**src/verilog/cmcs_pkg.sv**
```systemverilog
package cmcs_pkg;
   localparam int WORD_BITS  = 24;
   localparam int ADDR_BITS  = 12;
   localparam int LINE_BITS  = 6;
   localparam int LINE_COUNT = 64;
   localparam int X_LSB      = 0;
   localparam int Y_LSB      = 6;
   localparam int CLK_MHZ    = 100;
   localparam int STEP_NS    = 2000;
   localparam int STEP_CYC   = (STEP_NS * CLK_MHZ + 999) / 1000;
   localparam int STEP_CW    = 8;
   localparam logic [STEP_CW-1:0] STEP_LAST = 8'(STEP_CYC - 1);

   typedef enum logic [2:0] {
      CMCS_IDLE    = 3'b000,
      CMCS_CLEAR   = 3'b001,
      CMCS_WRITE   = 3'b010,
      CMCS_DISTURB = 3'b011
   } cmcs_state_t;
endpackage

```
**src/verilog/cmcs_core_storage_system.sv**
```systemverilog
`timescale 1ns/1ps
module cmcs_core_storage_system (
   input  wire logic                               CLK_SYS,
   input  wire logic                               RST_N,
   input  wire logic                               START,
   input  wire logic                               WRITE_MODE,
   input  wire logic [cmcs_pkg::ADDR_BITS-1:0]     ADDR,
   input  wire logic [cmcs_pkg::WORD_BITS-1:0]     WRITE_DATA,
   input  wire logic [cmcs_pkg::WORD_BITS-1:0]     KEEP_MASK,
   input  wire logic [cmcs_pkg::WORD_BITS-1:0]     SENSE,
   output logic                                    BUSY,
   output logic [cmcs_pkg::WORD_BITS-1:0]          WORD_BUF,
   output logic [cmcs_pkg::LINE_COUNT-1:0]         X_DRIVE,
   output logic [cmcs_pkg::LINE_COUNT-1:0]         Y_DRIVE,
   output logic                                    CLEAR_READ,
   output logic                                    WRITE_RESTORE,
   output logic [cmcs_pkg::WORD_BITS-1:0]          INHIBIT,
   output logic                                    READ_PROBE
);
   cmcs_pkg::cmcs_state_t                 state_reg, state_next;
   logic [cmcs_pkg::STEP_CW-1:0]          cnt_reg, cnt_next;
   logic                                  wr_reg;
   logic [cmcs_pkg::ADDR_BITS-1:0]        addr_reg;
   logic [cmcs_pkg::WORD_BITS-1:0]        keep_reg;
   logic [cmcs_pkg::WORD_BITS-1:0]        sense_s1_reg, sense_s2_reg;
   logic [cmcs_pkg::WORD_BITS-1:0]        buf_reg, buf_next;
   logic [cmcs_pkg::LINE_COUNT-1:0]       x_dec, y_dec;
   logic [cmcs_pkg::WORD_BITS-1:0]        inh_next, probe_mask;
   logic                                  step_done, in_clear, in_write, in_dist;
   logic                                  probe_on;
   logic                                  take, nx_write, nx_dist;
   logic [cmcs_pkg::ADDR_BITS-1:0]        addr_sel;

   assign step_done = (cnt_reg == cmcs_pkg::STEP_LAST);
   assign in_clear  = (state_reg == cmcs_pkg::CMCS_CLEAR);
   assign in_write  = (state_reg == cmcs_pkg::CMCS_WRITE);
   assign in_dist   = (state_reg == cmcs_pkg::CMCS_DISTURB);
   assign take      = (state_reg == cmcs_pkg::CMCS_IDLE) && START;
   // next-step decodes keep registered pulses in line with the state
   assign nx_write  = (state_next == cmcs_pkg::CMCS_WRITE);
   assign nx_dist   = (state_next == cmcs_pkg::CMCS_DISTURB);

   // one-hot line select; the new address is used on the taking edge
   // so the first clear pulse never lands on the previous word
   assign addr_sel = take ? ADDR : addr_reg;
   assign x_dec = cmcs_pkg::LINE_COUNT'(1) <<
                  addr_sel[cmcs_pkg::X_LSB +: cmcs_pkg::LINE_BITS];
   assign y_dec = cmcs_pkg::LINE_COUNT'(1) <<
                  addr_sel[cmcs_pkg::Y_LSB +: cmcs_pkg::LINE_BITS];

   // probe only from count 99 to the end of the read step (its last 101 cycles), after the pulse settles
   assign probe_on   = in_clear && (cnt_reg >= (cmcs_pkg::STEP_LAST >> 1));
   // write: only bits kept from the old word are captured; read: all bits
   assign probe_mask = wr_reg ? keep_reg : '1;

   // buffer stage i only ever sees plane i's sense line
   genvar gi;
   generate
      for (gi = 0; gi < cmcs_pkg::WORD_BITS; gi++) begin : g_plane
         always_comb begin
            buf_next[gi] = buf_reg[gi];
            if (take) begin
               // kept bits come only from the probe, never from new data
               buf_next[gi] = WRITE_MODE ? (WRITE_DATA[gi] && !KEEP_MASK[gi]) : 1'b0;
            end else if (probe_on && probe_mask[gi] && sense_s2_reg[gi]) begin
               buf_next[gi] = 1'b1;
            end
            // inhibit follows the coming step so it spans the whole write pulse
            inh_next[gi] = (nx_write && !buf_next[gi]) || nx_dist;
         end
      end
   endgenerate

   always_comb begin
      state_next = state_reg;
      cnt_next   = step_done ? '0 : cnt_reg + 1'b1;
      case (state_reg)
         cmcs_pkg::CMCS_IDLE: begin
            cnt_next = '0;
            if (START) state_next = cmcs_pkg::CMCS_CLEAR;
         end
         cmcs_pkg::CMCS_CLEAR: begin
            if (step_done) state_next = cmcs_pkg::CMCS_WRITE;
         end
         cmcs_pkg::CMCS_WRITE: begin
            if (step_done) state_next = cmcs_pkg::CMCS_DISTURB;
         end
         cmcs_pkg::CMCS_DISTURB: begin
            if (step_done) state_next = cmcs_pkg::CMCS_IDLE;
         end
         default: state_next = cmcs_pkg::CMCS_IDLE;
      endcase
   end

   always_ff @(posedge CLK_SYS or negedge RST_N) begin
      if (!RST_N) begin
         sense_s1_reg <= '0;
         sense_s2_reg <= '0;
      end else begin
         sense_s1_reg <= SENSE;
         sense_s2_reg <= sense_s1_reg;
      end
   end

   always_ff @(posedge CLK_SYS or negedge RST_N) begin
      if (!RST_N) begin
         state_reg <= cmcs_pkg::CMCS_IDLE;
         cnt_reg   <= '0;
         buf_reg   <= '0;
      end else begin
         state_reg <= state_next;
         cnt_reg   <= cnt_next;
         buf_reg   <= buf_next;
      end
   end

   // address and mode latched at initiation; requester may change them while busy
   always_ff @(posedge CLK_SYS or negedge RST_N) begin
      if (!RST_N) begin
         wr_reg   <= 1'b0;
         addr_reg <= '0;
         keep_reg <= '0;
      end else if (take) begin
         wr_reg   <= WRITE_MODE;
         addr_reg <= ADDR;
         keep_reg <= WRITE_MODE ? KEEP_MASK : '0;
      end
   end

   // pulse outputs registered so they are glitch-free toward the drivers
   always_ff @(posedge CLK_SYS or negedge RST_N) begin
      if (!RST_N) begin
         X_DRIVE       <= '0;
         Y_DRIVE       <= '0;
         CLEAR_READ    <= 1'b0;
         WRITE_RESTORE <= 1'b0;
         INHIBIT       <= '0;
         READ_PROBE    <= 1'b0;
      end else begin
         X_DRIVE       <= (state_next == cmcs_pkg::CMCS_CLEAR ||
                           state_next == cmcs_pkg::CMCS_WRITE) ? x_dec : '0;
         Y_DRIVE       <= (state_next == cmcs_pkg::CMCS_CLEAR ||
                           state_next == cmcs_pkg::CMCS_WRITE) ? y_dec : '0;
         CLEAR_READ    <= (state_next == cmcs_pkg::CMCS_CLEAR);
         WRITE_RESTORE <= (state_next == cmcs_pkg::CMCS_WRITE);
         INHIBIT       <= inh_next;
         READ_PROBE    <= probe_on;
      end
   end

   assign BUSY     = (state_reg != cmcs_pkg::CMCS_IDLE);
   assign WORD_BUF = buf_reg;
endmodule

```
**config.mk**
```make
export PLATFORM = sky130hd
export DESIGN_NAME = cmcs_core_storage_system
export DESIGN_NICKNAME = d
export VERILOG_FILES = /design/src/verilog/cmcs_pkg.sv /design/src/verilog/cmcs_core_storage_system.sv
export SDC_FILE = /design/constraint.sdc
export NUM_CORES = 1
export LEC_CHECK = 0
export ABC_CLOCK_PERIOD_IN_PS = 2700
export CORE_MARGIN = 1.5
export CORE_UTILIZATION = 45
export DETAILED_ROUTE_END_ITERATION = 8
export DONT_BUFFER_PORTS = 1
export SLEW_MARGIN = 20
export SYNTH_ARGS = -nofsm -noshare
export SYNTH_HDL_FRONTEND = slang
export SYNTH_SLANG_ARGS = --single-unit
```
**constraint.sdc**
```tcl
create_clock -name CLK_SYS -period 2.7 [get_ports CLK_SYS]
set_input_delay 0.135 -clock CLK_SYS [delete_from_list [all_inputs] [get_ports CLK_SYS]]
set_output_delay 0.135 -clock CLK_SYS [all_outputs]
set_load 0.005 [all_outputs]
```
* Word-level counts from Yosys, hierarchy flattened
Index checks and enable logic that the tools add are counted.
Storage, ports and cells: flip-flop bits (word level) 275, input bits 88, output and inout bits 180
Cells by class: add/subtract/negate cells 1, reductions and logical operators 173, shift-type cells 2, eq/ne operators 7, multiplexer cells 84, $lt $le $gt $ge 1
Operators with widths (number):
- 64-bit two-way mux | 2
- 1-bit by 6-bit << shifter with 64-bit output (first input constant) | 2
- 1-bit logical AND | 98
- 1-bit two-way mux | 72
- 1-bit zero test | 48
- 24-bit two-way mux | 2
- 1-bit logical OR | 25
- 8-bit two-way mux | 2
- 3-bit by 2-bit equality test with 1-bit output (second input constant) | 4
- 12-bit two-way mux | 1
- 3-bit two-way mux | 4
- 3-bit one-hot mux with 4 select lines | 1
- 8-bit by 1-bit adder with 8-bit output (second input constant) | 1
- 8-bit equality test (second input constant) | 1
- 8-bit by 7-bit greater-or-equal comparator with 1-bit output (second input constant) | 1
- 3-bit by 1-bit equality test with 1-bit output (second input constant) | 2
- 3-bit zero test | 1
- 3-bit nonzero test | 1

* Depth between registers and ports, before layout
depth after elaboration 9, gate-level depth with buffers 8

* Worst setup path before layout
No wires, ideal clock.
path kind register to register, start reg state_reg[2], end reg X_DRIVE[45] (netlist name), period minus slack after synthesis 2075 ps, arrival time 1954 ps, data required time 2579 ps, stages on the path, launching flop included 8, setup slack 625 ps, buffers on the path 3, cells stage by stage dfrtp_1 > or4b_1 > buf_2 > buf_6 > and3_1 > o221ai_2 > buf_2 > nor2_1
Between the ends: longest elaborated chain between the ends 5, elaborated cells on any way between the ends 16, those cells by class eq/ne (5); shift (1); mux (7); reduce/logical (3)
RTL lines:
- start, declared | RTL line cmcs_core_storage_system.sv:20 | cmcs_pkg::cmcs_state_t state_reg, state_next;
- start signal, assigned | RTL line cmcs_core_storage_system.sv:107 | state_reg <= cmcs_pkg::CMCS_IDLE;
- start signal, assigned | RTL line cmcs_core_storage_system.sv:111 | state_reg <= state_next;
- 3-bit by 2-bit equality test with 1-bit output (tied with other cells) | RTL line cmcs_core_storage_system.sv:77 | case (state_reg)
- 3-bit one-hot mux with 4 select lines / 1-bit logical AND (equally long branches) | RTL line cmcs_core_storage_system.sv:77, cmcs_core_storage_system.sv:38
- 3-bit by 1-bit equality test with 1-bit output (tied with other cells) | RTL line cmcs_core_storage_system.sv:140 | X_DRIVE <= (state_next == cmcs_pkg::CMCS_CLEAR ||
- 1-bit logical OR / 1-bit by 6-bit << shifter with 64-bit output (equally long branches) | RTL line cmcs_core_storage_system.sv:140, cmcs_core_storage_system.sv:46
- 64-bit two-way mux (*) | RTL line cmcs_core_storage_system.sv:141 | state_next == cmcs_pkg::CMCS_WRITE) ? x_dec : '0;
- end signal, assigned | RTL line cmcs_core_storage_system.sv:140
- end, declared | RTL line cmcs_core_storage_system.sv:13 | output logic [cmcs_pkg::LINE_COUNT-1:0] X_DRIVE,
Mark *: on every way between the ends. The rest lies on a longest branch, timed or not. A chain may end at the register's enable or synchronous reset.

* Worst setup path in the final report
start reg cnt_reg[0] (netlist name), end reg X_DRIVE[38] (netlist name)
Between the ends: longest elaborated chain between the ends 6, elaborated cells on any way between the ends 9, those cells by class eq/ne (3); mux (5); reduce/logical (1)
RTL lines:
- start, declared | RTL line cmcs_core_storage_system.sv:21 | logic [cmcs_pkg::STEP_CW-1:0] cnt_reg, cnt_next;
- start signal, assigned | RTL line cmcs_core_storage_system.sv:112 | cnt_reg <= cnt_next;
- 8-bit equality test (*) | RTL line cmcs_core_storage_system.sv:34 | assign step_done = (cnt_reg == cmcs_pkg::STEP_LAST);
- 3-bit two-way mux, on equally long branches | RTL line cmcs_core_storage_system.sv:89, cmcs_core_storage_system.sv:83, cmcs_core_storage_system.sv:86
- 3-bit one-hot mux with 4 select lines (*) | RTL line cmcs_core_storage_system.sv:77
- 3-bit by 1-bit equality test with 1-bit output / 3-bit by 2-bit equality test with 1-bit output (equally long branches) | RTL line cmcs_core_storage_system.sv:140, cmcs_core_storage_system.sv:141
- 1-bit logical OR (*) | RTL line cmcs_core_storage_system.sv:140
- 64-bit two-way mux (*) | RTL line cmcs_core_storage_system.sv:141
Marks and branches as above.

==> summary.md <==
| Metric | Value |
|---|---|
| Clock Tree Root | clkbuf_16 |
| Main flop type after synthesis | dfrtp_1 |
| Crit share post-route | 93.5% |
| Fmax | 0.396 GHz |
| MaxCap Viol Count | 0 |
| Setup Fix Bufs, Post-CTS | 0 |
| RSZ-0062 raised after global routing | false |
| Lkg Pwr | 0.00548 uW |
| Sequential share of the synthesized area | 70.8% |
| Top delay family on crit path | compound AO/OA/AOI/OAI gates |
| Peak supply drop | 491 uV |
| CP endpoint kind | flop |
| Critical path type | flop to flop |
| Worst-path cell chain | ha_1, and3_1, a211oi_2, o221ai_2, nor2_1 |
| Worst-path clk slew | 0.06 ns |
| Std-Cell Core Area | 21100 um2 |
| Synth top area share | 70.8% |
| Routed length per instance | 19.8 um |
| Violated checks | negative hold slack |
| Least-Margin Pin Slew | 0.915 ns |
| H-tree depth | 1 |
| Final Skew | 0.0101 ns |
| Antenna violations before repair | 0 |
| WHS | -0.700 ns |
| Layout cell share with drive strength beyond 1 | 9.21% |
| DRC viols | 0 |
| HP Class | input pin to asynchronous set/reset pin |
| Final HPWL DP | 14700 um |
| First-pass GRT wire length | 37400 um |
| Total Routed Length | 24000 um |
| Hold Vio Cnt, Final | 275 |
| Synth Net Count | 891 |
| Worst reg-to-reg path cell count | 5 |
| FILL cells | 1707 |
| Crit-path slowest cell | a211oi_2 |
| Routed Antenna Nets | 0 |
| Antenna Cells | 0 |
| Placer congestion estimate | 0.831 |
| Vias in the first global route | 6923 |
| CTS Hold Bufs | 111 |
| Grt total ovfl | 0 |
| Crit path depth | 5 |
| Io pins | 268 |
| Synth Warn # | 0 |
| Worst-skew pair later-pin latency | 0.53 ns |
| Tmin final | 2.52 ns |
| Nets | 1006 |
| Drt first pass iters | 8 |
| Layout area overhead | 23.8% |
| Status | finished with violations |
| TritonCTS clock tree | done |
| Fin Setup TNS | 0 ns |
| Area contributors post-synth | dfrtp_1, nor2_1, nand2_1 |
| Total number of vias | 6643 |
| Initial DRC Count | 345 |
| Die height | 150 um |
| Syn avg cell area | 12.1 um2 |
| WP buf/inv | 0 |
| Total GRT Usage | 21.3% |
| Clock tree buffer depth | 3 |
| DIE AREA | 22500 um2 |
| Seq cells post-synth | 275 |
| Count of cell types in the netlist | 45 |
| Die X | 150 um |
| Largest registers | X_DRIVE: 64 flops, Y_DRIVE: 64 flops |
| PortBufs | 0 |
| Synth area leader | dfrtp_1 |
| PD cells | 745 nW/um2 |
| Relative slew slack | 39.0% |
| Top-count cell post-synth | dfrtp_1 |
| Post-synth ARST share | 100% |
| Inserted Clock Buffers | 27 |
| Tot Pwr | 8970 uW |
| Worst EP required | 3.14 ns |
| Endpoints failing setup | 0 |
| Setup crit start kind | flop |
| Count of flip-flops with a built-in enable after synthesis | 0 |
| Largest net degree at the start of global routing | 276 |
| Crit path DAT | 2.96 ns |
| Via density | 5.49 |
| Clk sink count | 275 |
| Crit Path Max Fanout | 16 |
| Initial Util | 46.1% |
| Mapped cell area | 9720 um2 |
| Final number of max-transition violations | 0 |
| Cell row count | 53 |
| Crit path largest cell delay | 0.76 ns |
| Synth Instances | 801 |
| Top cells by count, synth | dfrtp_1, nor2_1, nand2_1, nand3_1, o211ai_1 |
[worst paths after layout]
check                                       from                to  slack, ns
worst max register to register        cnt_reg[0]       X_DRIVE[38]       0.18
worst min register to register  sense_s1_reg[10]  sense_s2_reg[10]       0.35
min in group CLK_SYS                    ADDR[10]       Y_DRIVE[19]       0.03
worst max-delay path                  cnt_reg[0]       X_DRIVE[38]       0.18
worst min-delay path                       RST_N        Y_DRIVE[9]      -0.70
max in group asynchronous                  RST_N       Y_DRIVE[23]       2.71
[layout make-up]
class / count / area [um2] / area share [%]
sequential: 275 / 6880 / 57.2
tap: 275 / 344 / 2.86
multi-input combinational: 473 / 2620 / 21.7
inverter: 11 / 41.3 / 0.343
clock buffer: 40 / 785 / 6.52
timing repair buffer: 128 / 1250 / 10.4
clock inverter: 7 / 121 / 1.01
[cell usage in the layout (no fill, tap or decap), types with 5 or more instances in the layout]
cell type	count
inv_1	7
nand2_1	104
nor2_1	141
nand3_1	30
dlygate4sd3_1	110
xor2_1	5
clkbuf_8	6
nor3_1	8
dfrtp_1	275
o221ai_2	7
buf_4	17
o221ai_1	5
nor3b_1	6
o21ai_0	25
and3_1	6
nand4b_1	24
a21oi_1	24
nand4_1	16
o211ai_1	27
mux2i_4	5
clkbuf_1	7
nor4b_1	5
clkbuf_16	27
[worst reg2reg max path, cell delays in order (launching register included)]
cell and delay, ns:
dfrtp_1 0.44, ha_1 0.26, and3_1 0.22, a211oi_2 0.76, o221ai_2 0.50, nor2_1 0.27
[repair_timing]
action                     in CTS  in global routing
gates resized for setup         0                  0
setup endpoints to repair       0                  0
hold endpoints to repair      454                275
[stage by stage]
stage               instances  area [um2]  utilization [%]  worst slack (ns)
CTS                      1209       12000             57.1             0.184
floorplan                 801        9720                -             0.625
finish                   1209       12000             57.1             0.176
detailed placement       1051       10000             47.5             0.223
global route             1209       12000             57.1            0.0616
global placement         1051       10000             47.5             0.316
[logic make-up after synthesis]
group	count (synthesis)	synth area share, %
buffers and inverters	53	2.45
xor gates and xnor gates	6	0.541
muxes	8	1.54
other	1	0.0386
DFF	275	70.8
AOI/OAI and AO/OA	96	6.77
adders and majority gates	2	0.257
and+or+nand+nor	360	17.6
[power by group]
part	internal, uW	leakage (uW)	total, uW	switching (uW)
clock network	2290	0.000444	3810	1510
registers	4310	0.00366	4450	143
logic	283	0.00137	710	427
[per-layer routing]
metal  global-route usage (%)  vias up  share of wire [%]
met1                     25.9     3347                 38
met3                     5.34       54                8.3
met5                        0        -                  0
met4                     7.55        0                2.9
li1                         -     2952                  -
met2                     36.5      290                 50
Power figures use the tool's default switching activity.
